[src/compare_match_pkg.sv]
// Constants and types shared by the compare match unit bank
package compare_match_pkg;

   // Bank shape
   localparam int NUM_UNITS = 7;
   localparam int NUM_TIMERS = 4;
   localparam int ADDR_W = 8;
   localparam int DATA_W = 32;
   localparam int VALUE_W = 16;

   // Register byte addresses
   localparam logic [7:0] OFS_IRQ_PENDING = 8'h00;
   localparam logic [7:0] OFS_IRQ_ENABLE = 8'h04;
   localparam logic [7:0] OFS_IRQ_PRIORITY = 8'h08;
   localparam logic [7:0] OFS_TIMER_SELECT_A = 8'h0c;
   localparam logic [7:0] OFS_TIMER_SELECT_B = 8'h10;
   localparam logic [7:0] OFS_UNIT_BASE = 8'h20;
   localparam logic [7:0] OFS_UNIT_LAST = 8'h8b;
   localparam int UNIT_STRIDE_SHIFT = 4;
   localparam logic [1:0] FIELD_CONTROL = 2'h0;
   localparam logic [1:0] FIELD_VALUE_LOW = 2'h1;
   localparam logic [1:0] FIELD_VALUE_HIGH = 2'h2;

   // Implemented bits of the byte-wide registers
   localparam logic [7:0] CONTROL_MASK = 8'h3f;
   localparam logic [7:0] SELECT_A_MASK = 8'hd7;
   localparam logic [7:0] SELECT_B_MASK = 8'h17;
   localparam logic [7:0] PENDING_HW_MASK = 8'hfe;
   localparam int FIRST_UNIT_BIT = 1;

   // Reset values
   localparam logic [7:0] RESET_BYTE = 8'h00;
   localparam logic [15:0] RESET_VALUE = 16'h0000;

   // Mode field codes for compare use
   localparam logic [3:0] MODE_OFF = 4'h0;
   localparam logic [3:0] MODE_TOGGLE = 4'h2;
   localparam logic [3:0] MODE_DRIVE_HIGH = 4'h8;
   localparam logic [3:0] MODE_DRIVE_LOW = 4'h9;
   localparam logic [3:0] MODE_SOFT_IRQ = 4'ha;
   localparam logic [3:0] MODE_SPECIAL_EVENT = 4'hb;

   // Timer identities inside the count bundle
   localparam logic [1:0] TIMER_1 = 2'h0;
   localparam logic [1:0] TIMER_3 = 2'h1;
   localparam logic [1:0] TIMER_5 = 2'h2;
   localparam logic [1:0] TIMER_7 = 2'h3;

   // Bus responses
   localparam logic [1:0] RESP_OKAY = 2'b00;
   localparam logic [1:0] RESP_SLVERR = 2'b10;

   typedef struct packed {
      logic [1:0] duty_low_bits;
      logic [3:0] mode_field;
   } unit_control_t;

   typedef struct packed {
      logic [15:0] timer7;
      logic [15:0] timer5;
      logic [15:0] timer3;
      logic [15:0] timer1;
   } timer_counts_t;

endpackage

[src/compare_match_unit.sv]
// Compare match unit bank, units four to ten, with AXI4-Lite registers
//
// Chosen here: the register offsets and the AXI4-Lite register port.
`timescale 1ns/1ps
`default_nettype none

module compare_match_unit (
   // Clock and reset
   input wire logic aclk,
   input wire logic aresetn,
   // AXI4-Lite write address
   input wire logic [7:0] s_axi_awaddr,
   input wire logic [2:0] s_axi_awprot,
   input wire logic s_axi_awvalid,
   output logic s_axi_awready,
   // AXI4-Lite write data
   input wire logic [31:0] s_axi_wdata,
   input wire logic [3:0] s_axi_wstrb,
   input wire logic s_axi_wvalid,
   output logic s_axi_wready,
   // AXI4-Lite write response
   output logic [1:0] s_axi_bresp,
   output logic s_axi_bvalid,
   input wire logic s_axi_bready,
   // AXI4-Lite read address
   input wire logic [7:0] s_axi_araddr,
   input wire logic [2:0] s_axi_arprot,
   input wire logic s_axi_arvalid,
   output logic s_axi_arready,
   // AXI4-Lite read data
   output logic [31:0] s_axi_rdata,
   output logic [1:0] s_axi_rresp,
   output logic s_axi_rvalid,
   input wire logic s_axi_rready,
   // Timer counts and special event resets
   input wire compare_match_pkg::timer_counts_t timer_counts,
   output logic [3:0] timer_reset,
   // Port side of each unit pin, bit 0 is unit four
   input wire logic [6:0] port_direction_bit,
   input wire logic [6:0] port_io_latch,
   output logic [6:0] unit_pin_out,
   output logic [6:0] unit_pin_oe,
   // Interrupt
   output logic [7:0] irq_priority,
   output logic irq
);

   localparam int N = compare_match_pkg::NUM_UNITS;

   // Maps a unit's select bits to a timer; invalid for reserved codes
   function automatic logic [2:0] pick_timer(input int unit, input logic [1:0] sel);
      logic [1:0] alt;
      logic two_bit;
      alt = (unit == 0) ? compare_match_pkg::TIMER_3 :
            (unit <= 3) ? compare_match_pkg::TIMER_5 : compare_match_pkg::TIMER_7;
      two_bit = (unit == 0) || (unit == 4);
      if (sel == 2'h0) begin
         pick_timer = {1'b1, compare_match_pkg::TIMER_1};
      // Reserved code: no time base, so the unit never matches
      end else if (two_bit && sel == 2'h3) begin
         pick_timer = {1'b0, compare_match_pkg::TIMER_1};
      end else begin
         pick_timer = {1'b1, alt};
      end
   endfunction

   // Selects one timer count from the bundle
   function automatic logic [15:0] count_of(input compare_match_pkg::timer_counts_t c,
                                            input logic [1:0] id);
      unique case (id)
         compare_match_pkg::TIMER_1: count_of = c.timer1;
         compare_match_pkg::TIMER_3: count_of = c.timer3;
         compare_match_pkg::TIMER_5: count_of = c.timer5;
         compare_match_pkg::TIMER_7: count_of = c.timer7;
      endcase
   endfunction

   // Address decode shared by read and write paths
   function automatic logic is_unit_addr(input logic [7:0] a);
      is_unit_addr = (a >= compare_match_pkg::OFS_UNIT_BASE) &&
                     (a <= compare_match_pkg::OFS_UNIT_LAST) && (a[3:2] != 2'h3);
   endfunction

   function automatic logic [2:0] unit_slot(input logic [7:0] a);
      logic [7:0] rel;
      rel = a - compare_match_pkg::OFS_UNIT_BASE;
      unit_slot = rel[6:4];
   endfunction

   // Write channel holding registers
   logic aw_full_q, aw_full_d;
   logic [7:0] aw_addr_q, aw_addr_d;
   logic w_full_q, w_full_d;
   logic [7:0] w_data_q, w_data_d;
   logic w_lane_q, w_lane_d;
   logic bvalid_q, bvalid_d;
   logic [1:0] bresp_q, bresp_d;
   // Read channel
   logic rvalid_q, rvalid_d;
   logic [31:0] rdata_q, rdata_d;
   logic [1:0] rresp_q, rresp_d;
   // Shared registers
   logic [7:0] pending_q, pending_d;
   logic [7:0] enable_q, enable_d;
   logic [7:0] priority_q, priority_d;
   logic [7:0] select_a_q, select_a_d;
   logic [7:0] select_b_q, select_b_d;
   logic [3:0] timer_reset_q, timer_reset_d;

   // Per unit wires
   logic [1:0] unit_sel [N];
   logic [7:0] unit_control_rd [N];
   logic [15:0] unit_value_rd [N];
   logic [N-1:0] unit_match;
   logic [N-1:0] unit_special;
   logic [1:0] unit_timer_id [N];

   // Write decode
   // Held halves wait while an earlier response is still unanswered
   wire do_write = aw_full_q && w_full_q && !bvalid_q;
   wire wr_lane = do_write && w_lane_q;
   wire wr_unit = is_unit_addr(aw_addr_q);
   wire [2:0] wr_slot = unit_slot(aw_addr_q);
   wire [1:0] wr_field = aw_addr_q[3:2];
   wire wr_pending = wr_lane && (aw_addr_q == compare_match_pkg::OFS_IRQ_PENDING);
   wire wr_enable = wr_lane && (aw_addr_q == compare_match_pkg::OFS_IRQ_ENABLE);
   wire wr_priority = wr_lane && (aw_addr_q == compare_match_pkg::OFS_IRQ_PRIORITY);
   wire wr_select_a = wr_lane && (aw_addr_q == compare_match_pkg::OFS_TIMER_SELECT_A);
   wire wr_select_b = wr_lane && (aw_addr_q == compare_match_pkg::OFS_TIMER_SELECT_B);
   wire wr_mapped = wr_unit || (aw_addr_q == compare_match_pkg::OFS_IRQ_PENDING) ||
                    (aw_addr_q == compare_match_pkg::OFS_IRQ_ENABLE) ||
                    (aw_addr_q == compare_match_pkg::OFS_IRQ_PRIORITY) ||
                    (aw_addr_q == compare_match_pkg::OFS_TIMER_SELECT_A) ||
                    (aw_addr_q == compare_match_pkg::OFS_TIMER_SELECT_B);

   // Write channel: address and data accepted in either order
   assign s_axi_awready = !aw_full_q;
   assign s_axi_wready = !w_full_q;
   assign aw_full_d = do_write ? 1'b0 : (aw_full_q || s_axi_awvalid);
   assign aw_addr_d = (s_axi_awvalid && !aw_full_q) ? s_axi_awaddr : aw_addr_q;
   assign w_full_d = do_write ? 1'b0 : (w_full_q || s_axi_wvalid);
   assign w_data_d = (s_axi_wvalid && !w_full_q) ? s_axi_wdata[7:0] : w_data_q;
   assign w_lane_d = (s_axi_wvalid && !w_full_q) ? s_axi_wstrb[0] : w_lane_q;
   assign bvalid_d = do_write || (bvalid_q && !s_axi_bready);
   // Unmapped writes change nothing and answer with an error
   assign bresp_d = do_write ?
                    (wr_mapped ? compare_match_pkg::RESP_OKAY : compare_match_pkg::RESP_SLVERR) :
                    bresp_q;
   assign s_axi_bvalid = bvalid_q;
   assign s_axi_bresp = bresp_q;

   // Timer select registers, unimplemented bits held at zero
   assign select_a_d = wr_select_a ? (w_data_q & compare_match_pkg::SELECT_A_MASK) :
                       select_a_q;
   assign select_b_d = wr_select_b ? (w_data_q & compare_match_pkg::SELECT_B_MASK) :
                       select_b_q;
   assign unit_sel[0] = select_a_q[1:0];
   assign unit_sel[1] = {1'b0, select_a_q[2]};
   assign unit_sel[2] = {1'b0, select_a_q[4]};
   assign unit_sel[3] = select_a_q[7:6];
   assign unit_sel[4] = select_b_q[1:0];
   assign unit_sel[5] = {1'b0, select_b_q[2]};
   assign unit_sel[6] = {1'b0, select_b_q[4]};

   genvar k;
   generate
      for (k = 0; k < N; k++) begin : g_unit
         compare_match_pkg::unit_control_t control_q, control_d;
         logic [15:0] value_q, value_d;
         logic latch_q, latch_d;
         logic equal_q;
         logic pin_q, oe_q;
         wire hit = wr_lane && wr_unit && (wr_slot == 3'(k));
         wire wr_control = hit && (wr_field == compare_match_pkg::FIELD_CONTROL);
         wire wr_low = hit && (wr_field == compare_match_pkg::FIELD_VALUE_LOW);
         wire wr_high = hit && (wr_field == compare_match_pkg::FIELD_VALUE_HIGH);
         wire [3:0] mode = control_q.mode_field;
         wire [2:0] timer_pick = pick_timer(k, unit_sel[k]);
         wire compare_mode = (mode == compare_match_pkg::MODE_TOGGLE) ||
                             (mode == compare_match_pkg::MODE_DRIVE_HIGH) ||
                             (mode == compare_match_pkg::MODE_DRIVE_LOW) ||
                             (mode == compare_match_pkg::MODE_SOFT_IRQ) ||
                             (mode == compare_match_pkg::MODE_SPECIAL_EVENT);
         // Soft interrupt and special event leave the pin to the port
         wire drives_pin = (mode == compare_match_pkg::MODE_TOGGLE) ||
                           (mode == compare_match_pkg::MODE_DRIVE_HIGH) ||
                           (mode == compare_match_pkg::MODE_DRIVE_LOW);
         // Counts must be clocked here; an unsynchronised count can miss
         wire [15:0] count = count_of(timer_counts, timer_pick[1:0]);
         wire equal_now = compare_mode && timer_pick[2] && (count == value_q);
         // Edge on equality, so a stopped timer does not refire
         wire match = equal_now && !equal_q;
         // Bits 7:6 dropped here so they always read back as zero
         wire [7:0] wr_byte = w_data_q & compare_match_pkg::CONTROL_MASK;

         assign control_d = wr_control ? wr_byte[5:0] : control_q;
         // Bytes land one at a time; no atomic 16-bit update
         assign value_d = wr_low ? {value_q[15:8], w_data_q} :
                          wr_high ? {w_data_q, value_q[7:0]} : value_q;
         // Mode writes preset the latch so set and clear modes start opposite
         assign latch_d = (wr_control && wr_byte == compare_match_pkg::RESET_BYTE) ? 1'b0 :
                          (wr_control && wr_byte[3:0] == compare_match_pkg::MODE_DRIVE_HIGH) ?
                          1'b0 :
                          (wr_control && wr_byte[3:0] == compare_match_pkg::MODE_DRIVE_LOW) ?
                          1'b1 :
                          !match ? latch_q :
                          (mode == compare_match_pkg::MODE_DRIVE_HIGH) ? 1'b1 :
                          (mode == compare_match_pkg::MODE_DRIVE_LOW) ? 1'b0 :
                          (mode == compare_match_pkg::MODE_TOGGLE) ? !latch_q :
                          latch_q;

         assign unit_match[k] = match;
         // Every unit can raise the special event, unit four included
         assign unit_special[k] = match &&
                                  (mode == compare_match_pkg::MODE_SPECIAL_EVENT);
         assign unit_timer_id[k] = timer_pick[1:0];
         assign unit_control_rd[k] = {2'b00, control_q};
         assign unit_value_rd[k] = value_q;
         assign unit_pin_out[k] = pin_q;
         assign unit_pin_oe[k] = oe_q;

         always_ff @(posedge aclk) begin
            if (!aresetn) begin
               control_q <=
                  compare_match_pkg::unit_control_t'(compare_match_pkg::RESET_BYTE[5:0]);
               value_q <= compare_match_pkg::RESET_VALUE;
               latch_q <= 1'b0;
               equal_q <= 1'b0;
               pin_q <= 1'b0;
               oe_q <= 1'b0;
            end else begin
               control_q <= control_d;
               value_q <= value_d;
               latch_q <= latch_d;
               equal_q <= equal_now;
               // Pin trails the latch by a cycle, traded for a flop output
               pin_q <= drives_pin ? latch_q : port_io_latch[k];
               // Pin only driven once software made it an output
               oe_q <= drives_pin && !port_direction_bit[k];
            end
         end
      end
   endgenerate

   // Special event resets the count of each timer a unit is tied to
   // Units sharing one timer merge into a single reset pulse
   always_comb begin
      timer_reset_d = 4'h0;
      for (int u = 0; u < N; u++) begin
         if (unit_special[u]) begin
            timer_reset_d[unit_timer_id[u]] = 1'b1;
         end
      end
   end
   assign timer_reset = timer_reset_q;

   // Flags: set wins over a same-cycle clear; bit 0 belongs to unit three
   wire [7:0] flag_set = {unit_match, 1'b0} & compare_match_pkg::PENDING_HW_MASK;
   wire [7:0] flag_clear = wr_pending ? w_data_q : 8'h00;
   assign pending_d = (pending_q & ~flag_clear) | flag_set;
   assign enable_d = wr_enable ? w_data_q : enable_q;
   assign priority_d = wr_priority ? w_data_q : priority_q;
   assign irq = |(pending_q & enable_q);
   assign irq_priority = priority_q;

   // Read channel
   // Address decoded straight off the bus in the cycle it is taken
   wire take_read = s_axi_arvalid && !rvalid_q;
   wire rd_unit = is_unit_addr(s_axi_araddr);
   wire [2:0] rd_slot = unit_slot(s_axi_araddr);
   wire [1:0] rd_field = s_axi_araddr[3:2];
   // Slot past the last unit only occurs when this result is unused
   wire [7:0] rd_unit_byte = (rd_field == compare_match_pkg::FIELD_CONTROL) ?
                             unit_control_rd[rd_slot] :
                             (rd_field == compare_match_pkg::FIELD_VALUE_LOW) ?
                             unit_value_rd[rd_slot][7:0] : unit_value_rd[rd_slot][15:8];
   logic [7:0] rd_byte;
   logic rd_ok;
   always_comb begin
      rd_ok = 1'b1;
      rd_byte = 8'h00;
      if (rd_unit) begin
         rd_byte = rd_unit_byte;
      end else if (s_axi_araddr == compare_match_pkg::OFS_IRQ_PENDING) begin
         rd_byte = pending_q;
      end else if (s_axi_araddr == compare_match_pkg::OFS_IRQ_ENABLE) begin
         rd_byte = enable_q;
      end else if (s_axi_araddr == compare_match_pkg::OFS_IRQ_PRIORITY) begin
         rd_byte = priority_q;
      end else if (s_axi_araddr == compare_match_pkg::OFS_TIMER_SELECT_A) begin
         rd_byte = select_a_q;
      end else if (s_axi_araddr == compare_match_pkg::OFS_TIMER_SELECT_B) begin
         rd_byte = select_b_q;
      end else begin
         rd_ok = 1'b0;
      end
   end
   // One read at a time; the next address waits for the answer
   assign s_axi_arready = !rvalid_q;
   assign rvalid_d = take_read || (rvalid_q && !s_axi_rready);
   // Every register is one byte, so the upper read data stays zero
   assign rdata_d = take_read ? {24'h000000, rd_byte} : rdata_q;
   assign rresp_d = take_read ?
                    (rd_ok ? compare_match_pkg::RESP_OKAY : compare_match_pkg::RESP_SLVERR) :
                    rresp_q;
   assign s_axi_rvalid = rvalid_q;
   assign s_axi_rdata = rdata_q;
   assign s_axi_rresp = rresp_q;

   always_ff @(posedge aclk) begin
      if (!aresetn) begin
         aw_full_q <= 1'b0;
         aw_addr_q <= 8'h00;
         w_full_q <= 1'b0;
         w_data_q <= 8'h00;
         w_lane_q <= 1'b0;
         bvalid_q <= 1'b0;
         bresp_q <= compare_match_pkg::RESP_OKAY;
         rvalid_q <= 1'b0;
         rdata_q <= 32'h00000000;
         rresp_q <= compare_match_pkg::RESP_OKAY;
      end else begin
         aw_full_q <= aw_full_d;
         aw_addr_q <= aw_addr_d;
         w_full_q <= w_full_d;
         w_data_q <= w_data_d;
         w_lane_q <= w_lane_d;
         bvalid_q <= bvalid_d;
         bresp_q <= bresp_d;
         rvalid_q <= rvalid_d;
         rdata_q <= rdata_d;
         rresp_q <= rresp_d;
      end
   end

   always_ff @(posedge aclk) begin
      if (!aresetn) begin
         pending_q <= compare_match_pkg::RESET_BYTE;
         enable_q <= compare_match_pkg::RESET_BYTE;
         priority_q <= compare_match_pkg::RESET_BYTE;
         select_a_q <= compare_match_pkg::RESET_BYTE;
         select_b_q <= compare_match_pkg::RESET_BYTE;
         timer_reset_q <= 4'h0;
      end else begin
         pending_q <= pending_d;
         enable_q <= enable_d;
         priority_q <= priority_d;
         select_a_q <= select_a_d;
         select_b_q <= select_b_d;
         timer_reset_q <= timer_reset_d;
      end
   end

endmodule // compare_match_unit

`default_nettype wire

[config.mk]
export PLATFORM = sky130hd
export DESIGN_NAME = compare_match_unit
export DESIGN_NICKNAME = d
export VERILOG_FILES = /design/src/compare_match_pkg.sv /design/src/compare_match_unit.sv
export SDC_FILE = /design/constraint.sdc
export NUM_CORES = 1
export LEC_CHECK = 0
export BUFFER_PORTS_ARGS = -buffer_cell sky130_fd_sc_hd__buf_2
export CORE_ASPECT_RATIO = 0.75
export CORE_MARGIN = 2
export CORE_UTILIZATION = 25
export DETAILED_ROUTE_END_ITERATION = 6
export HOLD_SLACK_MARGIN = 0.02
export SYNTH_ARGS = -nofsm -noshare
export SYNTH_HDL_FRONTEND = slang
export SYNTH_SLANG_ARGS = --single-unit
export TNS_END_PERCENT = 30
[constraint.sdc]
create_clock -name aclk -period 5.6 [get_ports aclk]
set_input_delay 0.56 -clock aclk [delete_from_list [all_inputs] [get_ports aclk]]
set_output_delay 0.56 -clock aclk [all_outputs]
set_load 0.01 [all_outputs]
==> results.yml <==
timing:
  slew_headroom_pct: 10.0
  fmax_ghz: 0.250
  drv_slew: 0
  hold_viol_final: 0
  hold_ws_ns: 0.138
  setup_viol: 0
  finalWorstPathRequiredPeriod_ns: 4.01
  rsz0062_at_grt: "false"
  worst_pin_slew_ns: 1.34
  skew_ns: 0.0216
  final.setup.tns_ns: 0
  finalCritPeriodShare_pct: 71.6
logic_synthesis:
  yosysSeqAreaShare_pct: 34.6
  synthMuxAreaShare_pct: 19.2
  ys_top_cells_by_area: "dfxtp_1, mux2i_1, a21oi_1, xnor2_1, nand2_1"
  synthArstFlopShare_pct: 0
  synth-simple-area-share_pct: 18.6
  ys_types: 82
  synth_area_um2: 14500
  ys.flop_type: "dfxtp_1"
  synth_compound_area_share_pct: 13.6
  synthesis.instances: 1723
  yosysTopAreaCellShare_pct: 34.6
  synth_edf_count: 0
  synth_top_family_by_area: "multiplexers"
  avgSynthCellArea_um2: 8.44
  synthAdderAreaFrac_pct: 0.172
  synth_warnings: 0
  ys_ff_latch: 251
  synthXorXnorAreaFrac_pct: 7.05
  yosysTopAreaCell: "dfxtp_1"
power_and_ir_drop:
  leakagePower_nw: 5.83
  ir_worst_vdd_v: 0.000229
  p_per_area_nw_per_um2: 256
final_layout:
  syn_to_final_growth_pct: 14.9
  final_area_um2: 16700
  num-nets-final: 1933
  drive_gt1_share_pct: 16.1
  fin_cells: 2591
  nFillCells: 6164
  final_util_pct: 29.1
  multi_input_area_um2: 8640
  seq_area_um2: 5020
die:
  floorplan.initialDensity_pct: 25.3
  coreArea_um2: 57400
  io_pins: 211
  fp-row-count: 76
  die_area_um2: 60100
  fp.dieH_um: 213
  die_w_um: 282
setup_path:
  crit_type: "flip-flop to flip-flop"
  worstPathRequired_ns: 6.08
  critPathLaunch: "select_a_q[0]$_SDFFE_PN0P_"
  crit_fanout: 18
  crit_chain: "ha_1 > mux2i_1 > xnor2_1 > nor4_1 > nand2_1 > nor4_1 > a32oi_1 > a31oi_1"
  endpoint_kind: "flip-flop"
  reg2reg_depth: 8
  crit_path_frequent_cell: "nor4_1"
  r2r_slack_ns: 1.59
  path_delay_family: "simple AND/OR/NAND/NOR gates"
  r2r_start: "select_a_q[0]$_SDFFE_PN0P_"
  timing.rr.end: "timer_reset[0]$_SDFF_PN0_"
  crit_path_start_kind: "flip-flop"
  cp_slowest_stage_delay_ns: 1.11
  arrival_ns: 4.49
  slowest_stage: "nor4_1"
  critPathBufInv: 0
min_path:
  hold_path_depth: 2
  min_from: "port_direction_bit[0]"
  min_to: "g_unit[0].oe_q$_SDFF_PN0_"
  holdCritPathClass: "input port to flip-flop"
grt:
  grt_overflow: 0
  first_global_vias: 12551
  antenna_found_initial: 5
  grt_pass1_wl_um: 86000
  grt_usage_pct: 19.5
  grt_max_degree: 86
detailed_routing:
  vias: 13722
  ant_nets: 0
  viasPerCell: 5.30
  drc: 0
  drt-initial-drc-count: 1857
  wl_um: 60400
  dr.pass1.iters: 5
  routedWlPerCell_um: 23.3
clock_network:
  cts_buffers: 28
  post_cts_buffers: 0
  cts-root-buf: "clkbuf_16"
  path_clk_slew_ns: 0.07
  htreeDepth: 1
  hold_buffers: 0
  cts_resized: 0
  cts.sinks: 251
  clock_path_buffers: 3
  tritoncts: "yes"
  clock_latency_ns: 0.58
place:
  place.gp.congestion: 0.962
  hpwl_um: 44600
  portBuffers: 151
  post_dp_cell_area_um2: 15700
  place_inst: 2538
job:
  drv_cap: 0
run_status:
  run_status: "completed"
[area by class of cell]
cell class,count,share of cell area (%)
multi-input cells,1295,51.7
flip-flops and latches,251,30.1
well taps,780,5.84
repair buffers,178,5.74
clock buffers,39,4.81
clock inverters,12,1.01
inverters,34,0.794
diodes,2,0.0300
[report_power, final]
group          leakage, nW  switching (mW)  internal, mW  total [mW]
Combinational         3.33           0.310         0.131       0.441
Clock                0.474           0.837          1.18        2.02
Sequential            2.03          0.0165          1.80        1.82
[metal layers]
layer  GRT usage (%)  up-vias  routed length (µm)
li1                -     6151                   -
met1            28.3     6629               26600
met2            28.1      809               25100
met3            4.65      125                6950
met4            5.84        8                1710
met5               0        -                  48
[sequential cells by signal, summed over array words and instances (netlist names), 8 cells and up]
name / cells
g_unit.value_q: 112
enable_q: 8
aw_addr_q: 8
w_data_q: 8
g_unit.mode: 28
pending_q: 8
g_unit.control_q: 14
irq_priority: 8
s_axi_rdata: 8
[synthesized netlist by cell type, types with 26 or more instances]
cell type,n
a21oi_1,160
nand2_1,186
nor4_1,27
xor2_1,30
xnor2_1,87
o21ai_0,79
mux2i_1,200
dfxtp_1,251
nand3_1,85
clkbuf_1,85
nor3_1,27
nor2_1,152
inv_1,33
mux4_2,26
buf_4,45
[per-stage QoR]
stage	total power, mW	setup WS, ns
2_1_floorplan	2.11	3.20
3_3_place_gp	2.28	1.93
3_5_place_dp	2.29	1.93
4_1_cts	4.29	1.91
5_1_grt	4.39	1.64
6_report	4.28	1.59
[layout by cell type, fill, tap and decap left out, types with 33 or more instances in the layout]
master / instances
nor2_1: 152
dfxtp_1: 251
buf_2: 151
mux2i_1: 200
nand2_1: 186
nand3_1: 85
xnor2_1: 87
inv_1: 33
a21oi_1: 160
o21ai_0: 79
[cell families after synthesis]
kind of cell,after synthesis
other,1
adders and majority gates,2
xor gates and xnor gates,117
buffers and inverters,202
AOI/OAI and AO/OA,336
DFF,251
muxes,244
and+or+nand+nor,570
[worst max path at each step]
| stage | to | cells past startpoint | slack, ns |
|---|---|---|---|
| 6_report | timer_reset[0]$_SDFF_PN0_ | 8 | 1.59 |
| 3_5_place_dp | timer_reset[0]$_SDFF_PN0_ | 8 | 1.93 |
| 3_3_place_gp | timer_reset[0]$_SDFF_PN0_ | 8 | 1.93 |
| 5_1_grt | timer_reset[0]$_SDFF_PN0_ | 8 | 1.64 |
| 2_1_floorplan | s_axi_rdata[1]$_SDFFE_PN0P_ | 6 | 3.20 |
| 4_1_cts | timer_reset[0]$_SDFF_PN0_ | 8 | 1.91 |
(Power assumes the default switching activity.)
